`src/hdl/video_mode_consts.vh`:
```
`ifndef VIDEO_MODE_CONSTS_VH
`define VIDEO_MODE_CONSTS_VH
// What this block does
// - Touch-port switch off routes touch data to RS-232C; on routes it to USB.
// - Menu-hide switch on suppresses the on-screen menu; off lets it show.
// - Video-source switch on takes DVI-D input; off takes analog RGB input.
// - A switch change takes effect only after the next reboot.
// - Sync pulses of either polarity are accepted and the polarity is learnt.
// - Each mode is recognised from line rate and frame rate; its dot clock comes from the table.
// - Recognised modes are scaled to fill the 1024x768 panel, except mode 8, which is scaled by 1.2 only.
// - Rates shared by 640x400 and 720x400 mean 720x400 only when selected.
// - Analog input offers contrast, black, position, phase, backlight, restore.

// ****************************************
// Timing
// ****************************************
`define CLK_HZ 32'h017D7840
`define LINE_TOL 32'h00000008
`define LPF_TOL 32'h00000004

// ****************************************
// Mode table: line rate Hz, frame rate mHz, dot clock kHz
// ****************************************
// Sized so that table rows can be concatenated
`define HZ_1 32'h000060FB
`define VMHZ_1 32'h0000DAC0
`define DOTK_1 32'h0000523D
`define HZ_2 32'h00007AED
`define VMHZ_2 32'h00011170
`define DOTK_2 32'h00006257
`define HZ_3 32'h00007AED
`define VMHZ_3 32'h0000EA58
`define DOTK_3 32'h00006257
`define HZ_4 32'h0000927C
`define VMHZ_4 32'h000124F8
`define DOTK_4 32'h00007B0C
`define HZ_5 32'h000088B8
`define VMHZ_5 32'h0001046B
`define DOTK_5 32'h00007620
`define HZ_6 32'h00007AED
`define VMHZ_6 32'h00011170
`define DOTK_6 32'h00006EA0
`define HZ_7 32'h000093F7
`define VMHZ_7 32'h0000EB9D
`define DOTK_7 32'h00009C40
`define HZ_8 32'h0000B71B
`define VMHZ_8 32'h000124F8
`define DOTK_8 32'h0000C15C
`define HZ_9 32'h0000BCEB
`define VMHZ_9 32'h0000EA64
`define DOTK_9 32'h0000FDE8
`define HZ_10 32'h0000DC9C
`define VMHZ_10 32'h000111B5
`define DOTK_10 32'h000124F8
`define HZ_11 32'h0000EA77
`define VMHZ_11 32'h00012515
`define DOTK_11 32'h0001339E
`define MODE_640X400_70 4'h2
`define MODE_720X400_70 4'h6

// ****************************************
// Scale factors, 2.8 fixed point
// ****************************************
`define SC_1_0 10'h100
`define SC_1_2 10'h133
`define SC_1_28 10'h148
`define SC_1_42 10'h16C
`define SC_1_6 10'h19A
`define SC_1_92 10'h1EC

// ****************************************
// Registers
// ****************************************
`define REG_SWITCH 8'h00
`define REG_CTRL 8'h04
`define REG_MODE 8'h08
`define REG_MEAS 8'h0C
`define REG_SCALE 8'h10
`define REG_ADJ_A 8'h14
`define REG_ADJ_B 8'h18
`define CTRL_SEL720_BIT 0
`define ADJ_B_RESTORE_BIT 31
`define CONTRAST_RST 8'h80
`define BLACK_RST 8'h80
`define HPOS_RST 8'h80
`define VPOS_RST 8'h80
`define MENUPOS_RST 8'h80
`define PHASE_RST 8'h10
`define BACKLIGHT_RST 8'hFF
`endif

```
`src/hdl/sync_meter.v`:
```
`timescale 1ns/1ns
module sync_meter (
  input  wire        hclk,
  input  wire        hresetn,
  input  wire        sync_raw,
  output reg         active_high_r,
  output reg         start_r,
  output reg  [19:0] period_r
);
  reg        sync_d_r;
  reg [19:0] run_r;
  reg [19:0] hi_len_r;
  reg [19:0] lo_len_r;
  reg [19:0] per_cnt_r;
  wire       edge_w  = sync_raw != sync_d_r;
  wire       lead_w  = edge_w && (sync_raw == active_high_r);

  // ****************************************
  // Polarity: the shorter level is the pulse
  // ****************************************
  always @(posedge hclk or negedge hresetn)
  begin
    if (!hresetn)
    begin
      sync_d_r      <= 1'b0;
      run_r         <= 20'h00000;
      hi_len_r      <= 20'hFFFFF;
      lo_len_r      <= 20'hFFFFF;
      active_high_r <= 1'b0;
      start_r       <= 1'b0;
      per_cnt_r     <= 20'h00000;
      period_r      <= 20'h00000;
    end
    else
    begin
      sync_d_r <= sync_raw;
      if (edge_w)
      begin
        run_r <= 20'h00001;
        if (sync_d_r)
          hi_len_r <= run_r;
        else
          lo_len_r <= run_r;
      end
      else if (run_r != 20'hFFFFF)
        run_r <= run_r + 20'h00001;
      active_high_r <= hi_len_r < lo_len_r;
      start_r <= lead_w;
      if (lead_w)
      begin
        period_r  <= per_cnt_r;
        per_cnt_r <= 20'h00001;
      end
      else if (per_cnt_r != 20'hFFFFF)
        per_cnt_r <= per_cnt_r + 20'h00001;
    end
  end
endmodule

```
`src/hdl/video_input_mode_config.v`:
```
// The AHB-Lite register port and the register offsets were decided locally.
`timescale 1ns/1ns
`include "video_mode_consts.vh"
module video_input_mode_config (
  input  wire        hclk,
  input  wire        hresetn,
  input  wire        hsel,
  input  wire [31:0] haddr,
  input  wire [1:0]  htrans,
  input  wire        hwrite,
  input  wire [2:0]  hsize,
  input  wire [31:0] hwdata,
  input  wire        hready,
  output reg  [31:0] hrdata,
  output wire        hreadyout,
  output wire        hresp,
  input  wire        touch_port_select_switch,
  input  wire        menu_hide_switch,
  input  wire        video_source_switch,
  input  wire        reserved_switch_a,
  input  wire        reserved_switch_b,
  input  wire        reserved_switch_c,
  input  wire        reserved_switch_d,
  input  wire        reserved_switch_e,
  input  wire        analog_hsync,
  input  wire        analog_vsync,
  input  wire        dvi_hsync,
  input  wire        dvi_vsync,
  output wire        use_usb,
  output wire        on_screen_menu_enable,
  output wire        use_dvi,
  output wire        reserved_fault,
  output wire        analog_adjust_active,
  output wire        mode_valid,
  output wire [3:0]  mode_code,
  output wire [9:0]  h_scale,
  output wire [9:0]  v_scale,
  output wire [16:0] dot_khz,
  output wire [7:0]  contrast,
  output wire [7:0]  black_level,
  output wire [7:0]  h_position,
  output wire [7:0]  v_position,
  output wire [7:0]  menu_position_adjust,
  output wire [7:0]  sample_phase,
  output wire [7:0]  backlight
);
  reg         boot_done_r;
  reg  [7:0]  sw_r;
  reg  [11:0] line_cnt_r;
  reg  [11:0] lpf_r;
  reg         frame_r;
  reg  [3:0]  code_r;
  reg  [9:0]  hs_r;
  reg  [9:0]  vs_r;
  reg  [16:0] dot_r;
  reg         sel720_r;
  reg  [7:0]  contrast_r;
  reg  [7:0]  black_r;
  reg  [7:0]  hpos_r;
  reg  [7:0]  vpos_r;
  reg  [7:0]  mpos_r;
  reg  [7:0]  phase_r;
  reg  [7:0]  blt_r;
  reg  [7:0]  addr_r;
  reg         wr_pend_r;
  reg  [31:0] rd_nxt;
  wire        hpol;
  wire        vpol;
  wire        hstart;
  wire        vstart;
  wire [19:0] hper;
  wire [11:0] hper12  = (|hper[19:12]) ? 12'hFFF : hper[11:0];
  wire        analog  = !sw_r[2];
  wire        acc     = hsel && hready && htrans[1];
  wire        hs_sel  = sw_r[2] ? dvi_hsync : analog_hsync;
  wire        vs_sel  = sw_r[2] ? dvi_vsync : analog_vsync;
  wire [3:0]  cls     = classify(hper12, lpf_r, sel720_r);
  wire [31:0] dot_all = mode_ref(cls, 2'h2);

  // ****************************************
  // Table lookup and matching
  // ****************************************
  function [31:0] mode_ref;
    input [3:0] code;
    input [1:0] sel;
    reg   [95:0] row;
    begin
      case (code)
        4'h1: row = {`HZ_1, `VMHZ_1, `DOTK_1};
        4'h2: row = {`HZ_2, `VMHZ_2, `DOTK_2};
        4'h3: row = {`HZ_3, `VMHZ_3, `DOTK_3};
        4'h4: row = {`HZ_4, `VMHZ_4, `DOTK_4};
        4'h5: row = {`HZ_5, `VMHZ_5, `DOTK_5};
        4'h6: row = {`HZ_6, `VMHZ_6, `DOTK_6};
        4'h7: row = {`HZ_7, `VMHZ_7, `DOTK_7};
        4'h8: row = {`HZ_8, `VMHZ_8, `DOTK_8};
        4'h9: row = {`HZ_9, `VMHZ_9, `DOTK_9};
        4'hA: row = {`HZ_10, `VMHZ_10, `DOTK_10};
        4'hB: row = {`HZ_11, `VMHZ_11, `DOTK_11};
        default: row = {32'h00000001, 32'h00000001, 32'h00000000};
      endcase
      mode_ref = (sel == 2'h0) ? row[95:64] : (sel == 2'h1) ? row[63:32] : row[31:0];
    end
  endfunction

  function near;
    input [31:0] a;
    input [31:0] b;
    input [31:0] tol;
    begin
      near = ((a > b) ? (a - b) : (b - a)) <= tol;
    end
  endfunction

  // Dot clock is too fast to count here; line and frame rates pick the row
  function [3:0] classify;
    input [11:0] lp;
    input [11:0] lf;
    input        s720;
    integer      i;
    reg   [31:0] h;
    reg   [3:0]  c;
    begin
      classify = 4'h0;
      for (i = 1; i < 12; i = i + 1)
      begin
        c = i[3:0];
        h = mode_ref(c, 2'h0);
        if (near({20'h00000, lp}, `CLK_HZ / h, `LINE_TOL) &&
            near({20'h00000, lf}, h * 1000 / mode_ref(c, 2'h1), `LPF_TOL) &&
            !(c == `MODE_720X400_70 && !s720) &&
            !(c == `MODE_640X400_70 && s720))
          classify = c;
      end
    end
  endfunction

  // ****************************************
  // Boot-time switch capture
  // ****************************************
  always @(posedge hclk or negedge hresetn)
  begin
    if (!hresetn)
    begin
      boot_done_r <= 1'b0;
      sw_r        <= 8'h00;
    end
    else if (!boot_done_r)
    begin
      boot_done_r <= 1'b1;
      sw_r        <= {reserved_switch_e, reserved_switch_d, reserved_switch_c,
                      reserved_switch_b, reserved_switch_a, video_source_switch,
                      menu_hide_switch, touch_port_select_switch};
    end
  end

  assign use_usb               = sw_r[0];
  assign on_screen_menu_enable = !sw_r[1];
  assign use_dvi               = sw_r[2];
  assign reserved_fault        = |sw_r[7:3];
  assign analog_adjust_active  = analog;

  // ****************************************
  // Sync measurement and mode recognition
  // ****************************************
  sync_meter u_hmeter (
    .hclk          (hclk),
    .hresetn       (hresetn),
    .sync_raw      (hs_sel),
    .active_high_r (hpol),
    .start_r       (hstart),
    .period_r      (hper)
  );

  sync_meter u_vmeter (
    .hclk          (hclk),
    .hresetn       (hresetn),
    .sync_raw      (vs_sel),
    .active_high_r (vpol),
    .start_r       (vstart),
    .period_r      ()
  );

  // Progressive only: an interlaced source alternates counts and never locks
  always @(posedge hclk or negedge hresetn)
  begin
    if (!hresetn)
    begin
      line_cnt_r <= 12'h000;
      lpf_r      <= 12'h000;
      frame_r    <= 1'b0;
      code_r     <= 4'h0;
      hs_r       <= 10'h000;
      vs_r       <= 10'h000;
      dot_r      <= 17'h00000;
    end
    else
    begin
      frame_r <= vstart;
      if (vstart)
      begin
        lpf_r      <= line_cnt_r;
        line_cnt_r <= {11'h000, hstart};
      end
      else if (hstart && line_cnt_r != 12'hFFF)
        line_cnt_r <= line_cnt_r + 12'h001;
      if (frame_r)
      begin
        code_r <= cls;
        dot_r  <= dot_all[16:0];
        case (cls)
          4'h1, 4'h2:
          begin
            hs_r <= `SC_1_6;
            vs_r <= `SC_1_92;
          end
          4'h3, 4'h4, 4'h5:
          begin
            hs_r <= `SC_1_6;
            vs_r <= `SC_1_6;
          end
          4'h6:
          begin
            hs_r <= `SC_1_42;
            vs_r <= `SC_1_92;
          end
          4'h7:
          begin
            hs_r <= `SC_1_28;
            vs_r <= `SC_1_28;
          end
          4'h8:
          begin
            hs_r <= `SC_1_2;
            vs_r <= `SC_1_2;
          end
          4'h9, 4'hA, 4'hB:
          begin
            hs_r <= `SC_1_0;
            vs_r <= `SC_1_0;
          end
          default:
          begin
            hs_r <= 10'h000;
            vs_r <= 10'h000;
          end
        endcase
      end
    end
  end

  assign mode_valid = code_r != 4'h0;
  assign mode_code  = code_r;
  assign h_scale    = hs_r;
  assign v_scale    = vs_r;
  assign dot_khz    = dot_r;

  // ****************************************
  // AHB-Lite slave, zero wait states
  // ****************************************
  assign hreadyout = 1'b1;
  assign hresp     = 1'b0;

  always @*
  begin
    rd_nxt = 32'h00000000;
    if (haddr[31:8] == 24'h000000)
      case (haddr[7:0])
        `REG_SWITCH: rd_nxt = {23'h000000, reserved_fault, sw_r};
        `REG_CTRL:   rd_nxt = {31'h00000000, sel720_r};
        `REG_MODE:   rd_nxt = {25'h0000000, vpol, hpol, mode_valid, code_r};
        `REG_MEAS:   rd_nxt = {4'h0, lpf_r, 4'h0, hper12};
        `REG_SCALE:  rd_nxt = {6'h00, vs_r, 6'h00, hs_r};
        `REG_ADJ_A:  rd_nxt = {vpos_r, hpos_r, black_r, contrast_r};
        `REG_ADJ_B:  rd_nxt = {8'h00, blt_r, phase_r, mpos_r};
        default:     rd_nxt = 32'h00000000;
      endcase
  end

  // Writes to analog-only fields are dropped while DVI-D is the source, but a restore write still resets them
  always @(posedge hclk or negedge hresetn)
  begin
    if (!hresetn)
    begin
      hrdata     <= 32'h00000000;
      addr_r     <= 8'h00;
      wr_pend_r  <= 1'b0;
      sel720_r   <= 1'b0;
      contrast_r <= `CONTRAST_RST;
      black_r    <= `BLACK_RST;
      hpos_r     <= `HPOS_RST;
      vpos_r     <= `VPOS_RST;
      mpos_r     <= `MENUPOS_RST;
      phase_r    <= `PHASE_RST;
      blt_r      <= `BACKLIGHT_RST;
    end
    else
    begin
      wr_pend_r <= acc && hwrite && (haddr[31:8] == 24'h000000);
      hrdata    <= (acc && !hwrite) ? rd_nxt : 32'h00000000;
      if (acc)
        addr_r <= haddr[7:0];
      if (wr_pend_r)
        case (addr_r)
          `REG_CTRL: sel720_r <= hwdata[`CTRL_SEL720_BIT];
          `REG_ADJ_A:
          begin
            if (analog)
            begin
              contrast_r <= hwdata[7:0];
              black_r    <= hwdata[15:8];
            end
            hpos_r <= hwdata[23:16];
            vpos_r <= hwdata[31:24];
          end
          `REG_ADJ_B:
            if (hwdata[`ADJ_B_RESTORE_BIT])
            begin
              contrast_r <= `CONTRAST_RST;
              black_r    <= `BLACK_RST;
              hpos_r     <= `HPOS_RST;
              vpos_r     <= `VPOS_RST;
              mpos_r     <= `MENUPOS_RST;
              phase_r    <= `PHASE_RST;
              blt_r      <= `BACKLIGHT_RST;
            end
            else
            begin
              if (analog)
              begin
                mpos_r  <= hwdata[7:0];
                phase_r <= hwdata[15:8];
              end
              blt_r <= hwdata[23:16];
            end
          default: sel720_r <= sel720_r;
        endcase
    end
  end

  assign contrast             = contrast_r;
  assign black_level          = black_r;
  assign h_position           = hpos_r;
  assign v_position           = vpos_r;
  assign menu_position_adjust = mpos_r;
  assign sample_phase         = phase_r;
  assign backlight            = blt_r;
endmodule

```
`config.mk`:
```
export PLATFORM = sky130hd
export DESIGN_NAME = video_input_mode_config
export DESIGN_NICKNAME = d
export VERILOG_FILES = /design/src/hdl/sync_meter.v /design/src/hdl/video_input_mode_config.v
export VERILOG_INCLUDE_DIRS = /design/src /design/src/hdl
export SDC_FILE = /design/constraint.sdc
export NUM_CORES = 1
export LEC_CHECK = 0
export ABC_AREA = 1
export ABC_CLOCK_PERIOD_IN_PS = 5290
export BUFFER_PORTS_ARGS = -buffer_cell sky130_fd_sc_hd__buf_2
export CAP_MARGIN = 0
export CORE_ASPECT_RATIO = 2
export CORE_MARGIN = 8
export CORE_UTILIZATION = 45
export DETAILED_ROUTE_END_ITERATION = 12
export PLACE_DENSITY_LB_ADDON = 0.3
export SYNTH_ARGS = -nofsm -noshare
export SYNTH_HDL_FRONTEND = slang
export SYNTH_SLANG_ARGS = --single-unit
```
`constraint.sdc`:
```
create_clock -name hclk -period 5.29 [get_ports hclk]
set_input_delay 0.7935 -clock hclk [delete_from_list [all_inputs] [get_ports hclk]]
set_output_delay 0.7935 -clock hclk [all_outputs]
set_load 0.05 [all_outputs]
```
== Yosys cells after proc, flatten, opt, wreduce, memory -nomap -nowiden ==
Memory sizes are Yosys's and may differ from the RTL's. A register that Yosys moved wholly into a read port is not among the register bits.
Index checks and enable logic that the tools add are counted.

* Bits in registers: 322
* Memory bits (read-only): 1088
* Input bits: 86
* Memories: 2

* Add/subtract/negate cells: 40
* Order comparisons: 38
* Equality and inequality tests: 20
* Muxes and demuxes: 53
* Bitwise operators: 2
* Reductions and logical operators: 45

{| class="wikitable"
|+ Memories
! memory !! depth !! width !! rd ports !! clocked after memory_dff !! write ports !! RTL line !! RTL
|-
| (name not given) || 16 || 50 || 1 || 1 || 0 || video_input_mode_config.v:88 || <nowiki>case (code)</nowiki>
|-
| (name not given) || 16 || 18 || 1 || 1 || 0 || video_input_mode_config.v:211 || <nowiki>case (cls)</nowiki>
|}

{| class="wikitable"
|+ Operators by type and width
! kind !! count
|-
| 32-bit two-way mux || 20
|-
| 32-bit by 3-bit <= comparator with 1-bit output, second input constant || 9
|-
| 32-bit by 4-bit <= comparator with 1-bit output, second input constant || 9
|-
| 32-bit one-hot mux with 7 select lines || 1
|-
| 10-bit by 12-bit subtractor with 13-bit output, first input constant || 13
|-
| 12-bit by 10-bit subtractor with 13-bit output, second input constant || 13
|-
| 12-bit by 10-bit > comparator with 1-bit output, second input constant || 13
|-
| 20-bit two-way mux || 6
|-
| 12-bit by 9-bit subtractor with 13-bit output, second input constant || 5
|-
| 9-bit by 12-bit subtractor with 13-bit output, first input constant || 5
|-
| 8-bit one-hot mux with 2 select lines || 4
|-
| 20-bit by 1-bit adder with 20-bit output, second input constant || 3
|-
| 12-bit by 9-bit > comparator with 1-bit output, second input constant || 5
|-
| 20-bit != test, second input constant || 3
|-
| 8-bit two-way mux || 6
|-
| 8-bit by 5-bit equality test with 1-bit output, second input constant || 5
|-
| 20-bit < comparator || 2
|-
| 12-bit two-way mux || 3
|-
| 24-bit zero test || 1
|-
| 1-bit logical AND || 20
|-
| 8-bit by 3-bit equality test with 1-bit output, second input constant || 2
|-
| 8-bit by 4-bit equality test with 1-bit output, second input constant || 2
|-
| 4-bit two-way mux || 4
|-
| 12-bit by 1-bit adder with 12-bit output, second input constant || 1
|-
| other kinds (17) || 43
|}

== Logic depth before layout (Yosys ltp) ==
* Word-level depth: 17
* Mapped depth: 33

== By module ==
Synthesis repeated with hierarchy kept, for this count alone.

* Cells, all modules: 4662
* Area, all modules: 29866.1 um^2

{| class="wikitable"
|+ By module, submodules not included
! module !! instances !! cells each !! area each (um^2) !! sequential area each (um^2)
|-
| video_input_mode_config || 1 || 3364 || 19326.0 || 4171.5
|-
| sync_meter || 2 || 649 || 5270.1 || 2627.5
|}

== Least setup slack after synthesis ==
OpenSTA, ideal clock, no wires.

* Path type: register to register
* From: reg u_hmeter.period_r[19]
* To: reg dot_r[13], in the netlist dot_khz[13]
* Library setup time: 0.113 ns
* Arrival time: 4.095 ns
* Required time: 5.177 ns
* Path slack: 1.082 ns
* Cell stages (with the launch flop): 33
* Path buffers: 4
* Period minus slack after synthesis: 4.208 ns
* Cell sequence: dfrtp_1 nor2_1 nand2_2 nor2_8 buf_6 nand2_1 inv_1 buf_2 buf_2 ha_1 clkinv_1 nand2_1 nand2_1 a21oi_4 nand2_1 nand2_1 buf_4 nand3_1 nand3_1 nand2_1 nand2_1 nand3_1 nor2_1 nor2_2 nand2_1 nand3_1 inv_1 ha_1 inv_1 o21ai_2 nand3_1 nand2_1 inv_1

* Longest elaborated chain between the ends: 17

{| class="wikitable"
|+ RTL lines
! what !! RTL line !! RTL
|-
| start, declared || sync_meter.v:8 || <nowiki>output reg [19:0] period_r</nowiki>
|-
| start signal, assigned || sync_meter.v:51 || <nowiki>period_r <= per_cnt_r;</nowiki>
|-
| 8-bit OR reduction (*) || video_input_mode_config.v:72 || <nowiki>wire [11:0] hper12 = (|hper[19:12]) ? 12'hFFF : hper[11:0];</nowiki>
|-
| 12-bit two-way mux (*) || video_input_mode_config.v:72 ||
|-
| 10-bit by 12-bit subtractor with 13-bit output (tied with other cells) || video_input_mode_config.v:111 || <nowiki>near = ((a > b) ? (a - b) : (b - a)) <= tol;</nowiki>
|-
| 32-bit two-way mux || video_input_mode_config.v:111 ||
|-
| 32-bit by 4-bit <= comparator with 1-bit output || video_input_mode_config.v:111 ||
|-
| 1-bit logical AND (2 in series) || video_input_mode_config.v:129 || <nowiki>if (near({20'h00000, lp}, `CLK_HZ / h, `LINE_TOL) &&</nowiki>
|-
| 2-bit two-way mux (2 in series) || video_input_mode_config.v:129 ||
|-
| 3-bit two-way mux (4 in series) || video_input_mode_config.v:129 ||
|-
| 4-bit two-way mux (3 in series) || video_input_mode_config.v:129 ||
|-
| 4-bit two-way mux (*) || video_input_mode_config.v:129 ||
|-
| via cls[1] || video_input_mode_config.v:77 || <nowiki>wire [3:0] cls = classify(hper12, lpf_r, sel720_r);</nowiki>
|-
| end, declared || video_input_mode_config.v:55 || <nowiki>reg [16:0] dot_r;</nowiki>
|}

The timed path passes the listed nets; every way through them passes the cells marked *.
A chain may end at the register's enable or synchronous reset.

== Final worst setup path ==
* From: reg u_hmeter.period_r[19]
* To: reg vs_r[6], in the netlist v_scale[6]

* Longest elaborated chain between the ends: 17

{| class="wikitable"
|+ RTL lines
! what !! RTL line !! RTL
|-
| 8-bit OR reduction (*) || video_input_mode_config.v:72 ||
|-
| 12-bit two-way mux (*) || video_input_mode_config.v:72 ||
|-
| 10-bit by 12-bit subtractor with 13-bit output (tied with other cells) || video_input_mode_config.v:111 ||
|-
| 32-bit two-way mux || video_input_mode_config.v:111 ||
|-
| 32-bit by 4-bit <= comparator with 1-bit output || video_input_mode_config.v:111 ||
|-
| 1-bit logical AND || video_input_mode_config.v:129 ||
|-
| 1-bit two-way mux / 1-bit logical AND (equally long branches) || video_input_mode_config.v:129 ||
|-
| 2-bit two-way mux (2 in series) || video_input_mode_config.v:129 ||
|-
| 3-bit two-way mux (4 in series) || video_input_mode_config.v:129 ||
|-
| 4-bit two-way mux (3 in series) || video_input_mode_config.v:129 ||
|-
| 4-bit two-way mux (*) || video_input_mode_config.v:129 ||
|-
| via cls[0] || video_input_mode_config.v:77 ||
|-
| end, declared || video_input_mode_config.v:54 || <nowiki>reg [9:0] vs_r;</nowiki>
|}

Marks and branches as above.

==> flow_summary.json <==
{
  "period_needed_ns": 4.80,
  "synth_area_sq_um": 26100,
  "p_leak_nw": 14.6,
  "layout_setup_ws_ns": 0.487,
  "synth-edff-count": 0,
  "cts_buffers": 31,
  "ioPinCount": 223,
  "worstPathMaxFanout": 24,
  "routabilityCongestion": 1.03,
  "switching_share_pct": 44.2,
  "dr.first_iter.drc_count": 3104,
  "critPathKind": "reg2reg",
  "tns_ns": 0,
  "start_kind": "register",
  "ys_seq_elements": 332,
  "cp.required_ns": 5.80,
  "dp_slack_ns": 0.687,
  "rsz0062_at_grt": "false",
  "internal-power_mw": 5.10,
  "die-area_sq_um": 66400,
  "cts_htree_levels": 1,
  "status": "completed",
  "die_width_um": 186,
  "hold_viol": 0,
  "async_reset_ff_share_pct": 100,
  "root_buffer": "clkbuf_16",
  "seqPwrFrac_pct": 34.1,
  "grt_util_all_layers_pct": 31.3,
  "grt_max_degree": 115,
  "ys.flop_type": "dfrtp_1",
  "ys_seq_area_share_pct": 32.3,
  "core_sq_um": 57700,
  "syn_avg_cell_area_sq_um": 6.46,
  "syn2layout_area_growth_pct": 12.6,
  "slew_headroom_pct": 22.4,
  "drc_errors": 0,
  "first_global_vias": 26900,
  "clk_pin_slew_worst_paths_ns": 0.07,
  "pwr-share-comb_pct": 40.9,
  "cts_repair_resize_count": 0,
  "start_util_pct": 45.2,
  "power.density_nw_per_um2": 310,
  "crit_arrival_ns": 5.31,
  "drive_above_1_share_pct": 14.4,
  "drtPass1Iterations": 6,
  "finalSetupViolCount": 0,
  "nets": 4424,
  "finalCritPeriodShare_pct": 90.8,
  "clock_skew_ns": 0.0308,
  "report.final.slew_viol_count": 0,
  "post-cts-setup-buffers": 0,
  "cts_hold_buf": 0,
  "cts_tree": "yes",
  "grt_overflow": 0,
  "drt-total-wl_mm": 106,
  "ys_types": 61,
  "dp_hpwl_mm": 81.3,
  "p_sw_mw": 4.03,
  "syn-instance-count": 4039,
  "hp-class": "in2async",
  "grt_pass1_wl_mm": 161,
  "holdWs_ns": 0.209,
  "clock.fmax_mhz": 208,
  "portBuffers": 214,
  "row_count": 125,
  "post_drt_wl_per_cell_um": 21.0,
  "chipHeight_um": 357,
  "drv_cap": 0,
  "end_kind": "register",
  "tightest_slew_ns": 1.16,
  "ir_drop_v": 0.000303,
  "ys_warn_count": 0,
  "clock_latency_ns": 0.63,
  "clock_path_buffers": 3,
  "vias": 28800,
  "p_clk_share_pct": 25.0,
  "vias_per_cell": 5.71,
  "antenna_left": 0,
  "cts.sinks": 332,
  "antenna_found_initial": 7
}
## final timing paths
path | slack [ns] | to | start | cells after the start
max in group asynchronous | 3.88 | u_vmeter.hi_len_r[2] | hresetn | 2
min in group hclk | 0.40 | v_position[1] | hwdata[25] | 3
setup reg to reg | 0.49 | v_scale[6] | u_hmeter.period_r[19] | 25
setup / recovery | 0.49 | v_scale[6] | u_hmeter.period_r[19] | 25
hold / removal | 0.21 | dot_khz[7] | hresetn | 1
hold reg to reg | 0.48 | dot_khz[1] | dot_khz[1] | 2
## through the flow
step | cells | instance area [sq um] | power, mW | utilization (%)
after CTS | 5049 | 29400 | 9.05 | 50.9
after floorplan | 4042 | 26100 | 5.44 | -
after detailed placement | 4991 | 28400 | 6.75 | 49.2
final | 5052 | 29400 | 9.12 | 50.9
after global placement | 4991 | 28400 | 6.72 | 49.2
after global routing | 5050 | 29400 | 9.58 | 50.9
## routing by layer
layer / vias to the layer above / share of wire (%) / GRT usage, %
li1: 13600 / - / -
met1: 13400 / 40 / 41.4
met2: 1499 / 43 / 47.5
met3: 313 / 11 / 6.44
met4: 4 / 5.9 / 15.9
met5: - / 0.025 / 0
## placed cells by master, fill, tap and decap left out, drive strengths merged, types with 8 or more instances in the layout
| cell type | n |
|---|---|
| nand2 | 1226 |
| inv | 464 |
| nor2 | 443 |
| nand3 | 390 |
| o21ai | 364 |
| buf | 338 |
| dfrtp | 238 |
| a21oi | 187 |
| xor2 | 95 |
| dfstp | 94 |
| ha | 76 |
| nor3 | 68 |
| nand4 | 64 |
| clkbuf | 46 |
| a31oi | 23 |
| clkinv | 20 |
| nor4 | 19 |
| mux2 | 18 |
| o211ai | 17 |
| nand3b | 13 |
| a211oi | 12 |
| o22ai | 11 |
| a221oi | 10 |
| or2 | 8 |
## cell type report
| cell class | instances | area, sq um |
|---|---|---|
| clock buffer | 46 | 893 |
| sequential | 332 | 8430 |
| multi-input combinational | 3086 | 15200 |
| inverter | 473 | 1780 |
| tap | 762 | 953 |
| fill | 5892 | 28300 |
| timing repair buffer | 338 | 2040 |
| clock inverter | 12 | 130 |
| antenna | 3 | 7.51 |
## power by group through the flow
stage | clock network (mW) | logic [mW] | registers, mW
global placement | 0 | 3.58 | 3.14
CTS | 2.33 | 3.61 | 3.11
finish | 2.28 | 3.73 | 3.11
global route | 2.41 | 4.03 | 3.14
detailed placement | 0 | 3.60 | 3.15
floorplan | 0 | 2.19 | 3.25
## cell usage after synthesis, types with 6 or more instances
master,n,area share [%]
nand4_1,60,1.4
mux2_2,18,0.78
nor2_2,14,0.34
inv_1,429,6.2
nor4_1,19,0.46
dfrtp_1,238,23
buf_2,30,0.58
buf_1,21,0.30
nand2_2,25,0.60
o211ai_1,17,0.49
buf_4,20,0.58
buf_6,6,0.26
inv_2,33,0.47
or2_2,7,0.17
nor3_1,67,1.3
nand2_1,1196,17
ha_1,76,3.6
nand3b_1,13,0.37
o22ai_1,11,0.26
nor2_1,421,6.1
dfstp_2,94,9.5
a31oi_1,23,0.55
o21ai_1,33,0.63
nand3_2,10,0.38
a221oi_1,10,0.34
clkbuf_1,72,1.0
clkinv_1,10,0.14
a21oi_1,184,3.5
o21ai_0,327,6.3
nand3_1,378,7.2
a211oi_1,12,0.35
xor2_1,95,3.2
## cells by family (layout without fill, tap and decap cells)
kind of cell	Yosys count	after routing	share of synthesized area, %
simple gates	2236	2236	36.8
xor+xnor	95	95	3.19
flops	332	332	32.3
buf+inv	624	869	9.67
compound gates	655	655	13.6
other cells	2	8	0.0288
mux	19	19	0.815
fa+ha+maj	76	76	3.64
## critical path, stage by stage, from the launching register on
cell	delay [ns]
dfrtp_1	0.38
nor2_1	0.25
nand2_2	0.14
nor2_8	0.25
buf_4	0.35
nand3_2	0.36
nor2_2	0.28
inv_1	0.12
nand2_1	0.08
nand2_1	0.12
nand2_2	0.25
inv_1	0.14
nand2_1	0.09
nand2_1	0.05
nor2_1	0.10
nand2_1	0.06
nor2_1	0.20
inv_1	0.06
nor2_1	0.36
nor2_1	0.09
nand2_1	0.11
inv_1	0.11
ha_1	0.31
inv_1	0.08
a21oi_1	0.22
o21ai_0	0.11
## registers in the layout, summed over array words and instances (netlist names), 12 cells and up
signal	cells
u_hmeter.run_r	20
lpf_r	12
hrdata	32
u_vmeter.lo_len_r	20
line_cnt_r	12
u_hmeter.period_r	20
u_hmeter.hi_len_r	20
dot_khz	17
u_vmeter.run_r	20
u_hmeter.per_cnt_r	20
u_vmeter.hi_len_r	20
u_hmeter.lo_len_r	20
(Power assumes the default switching activity.)
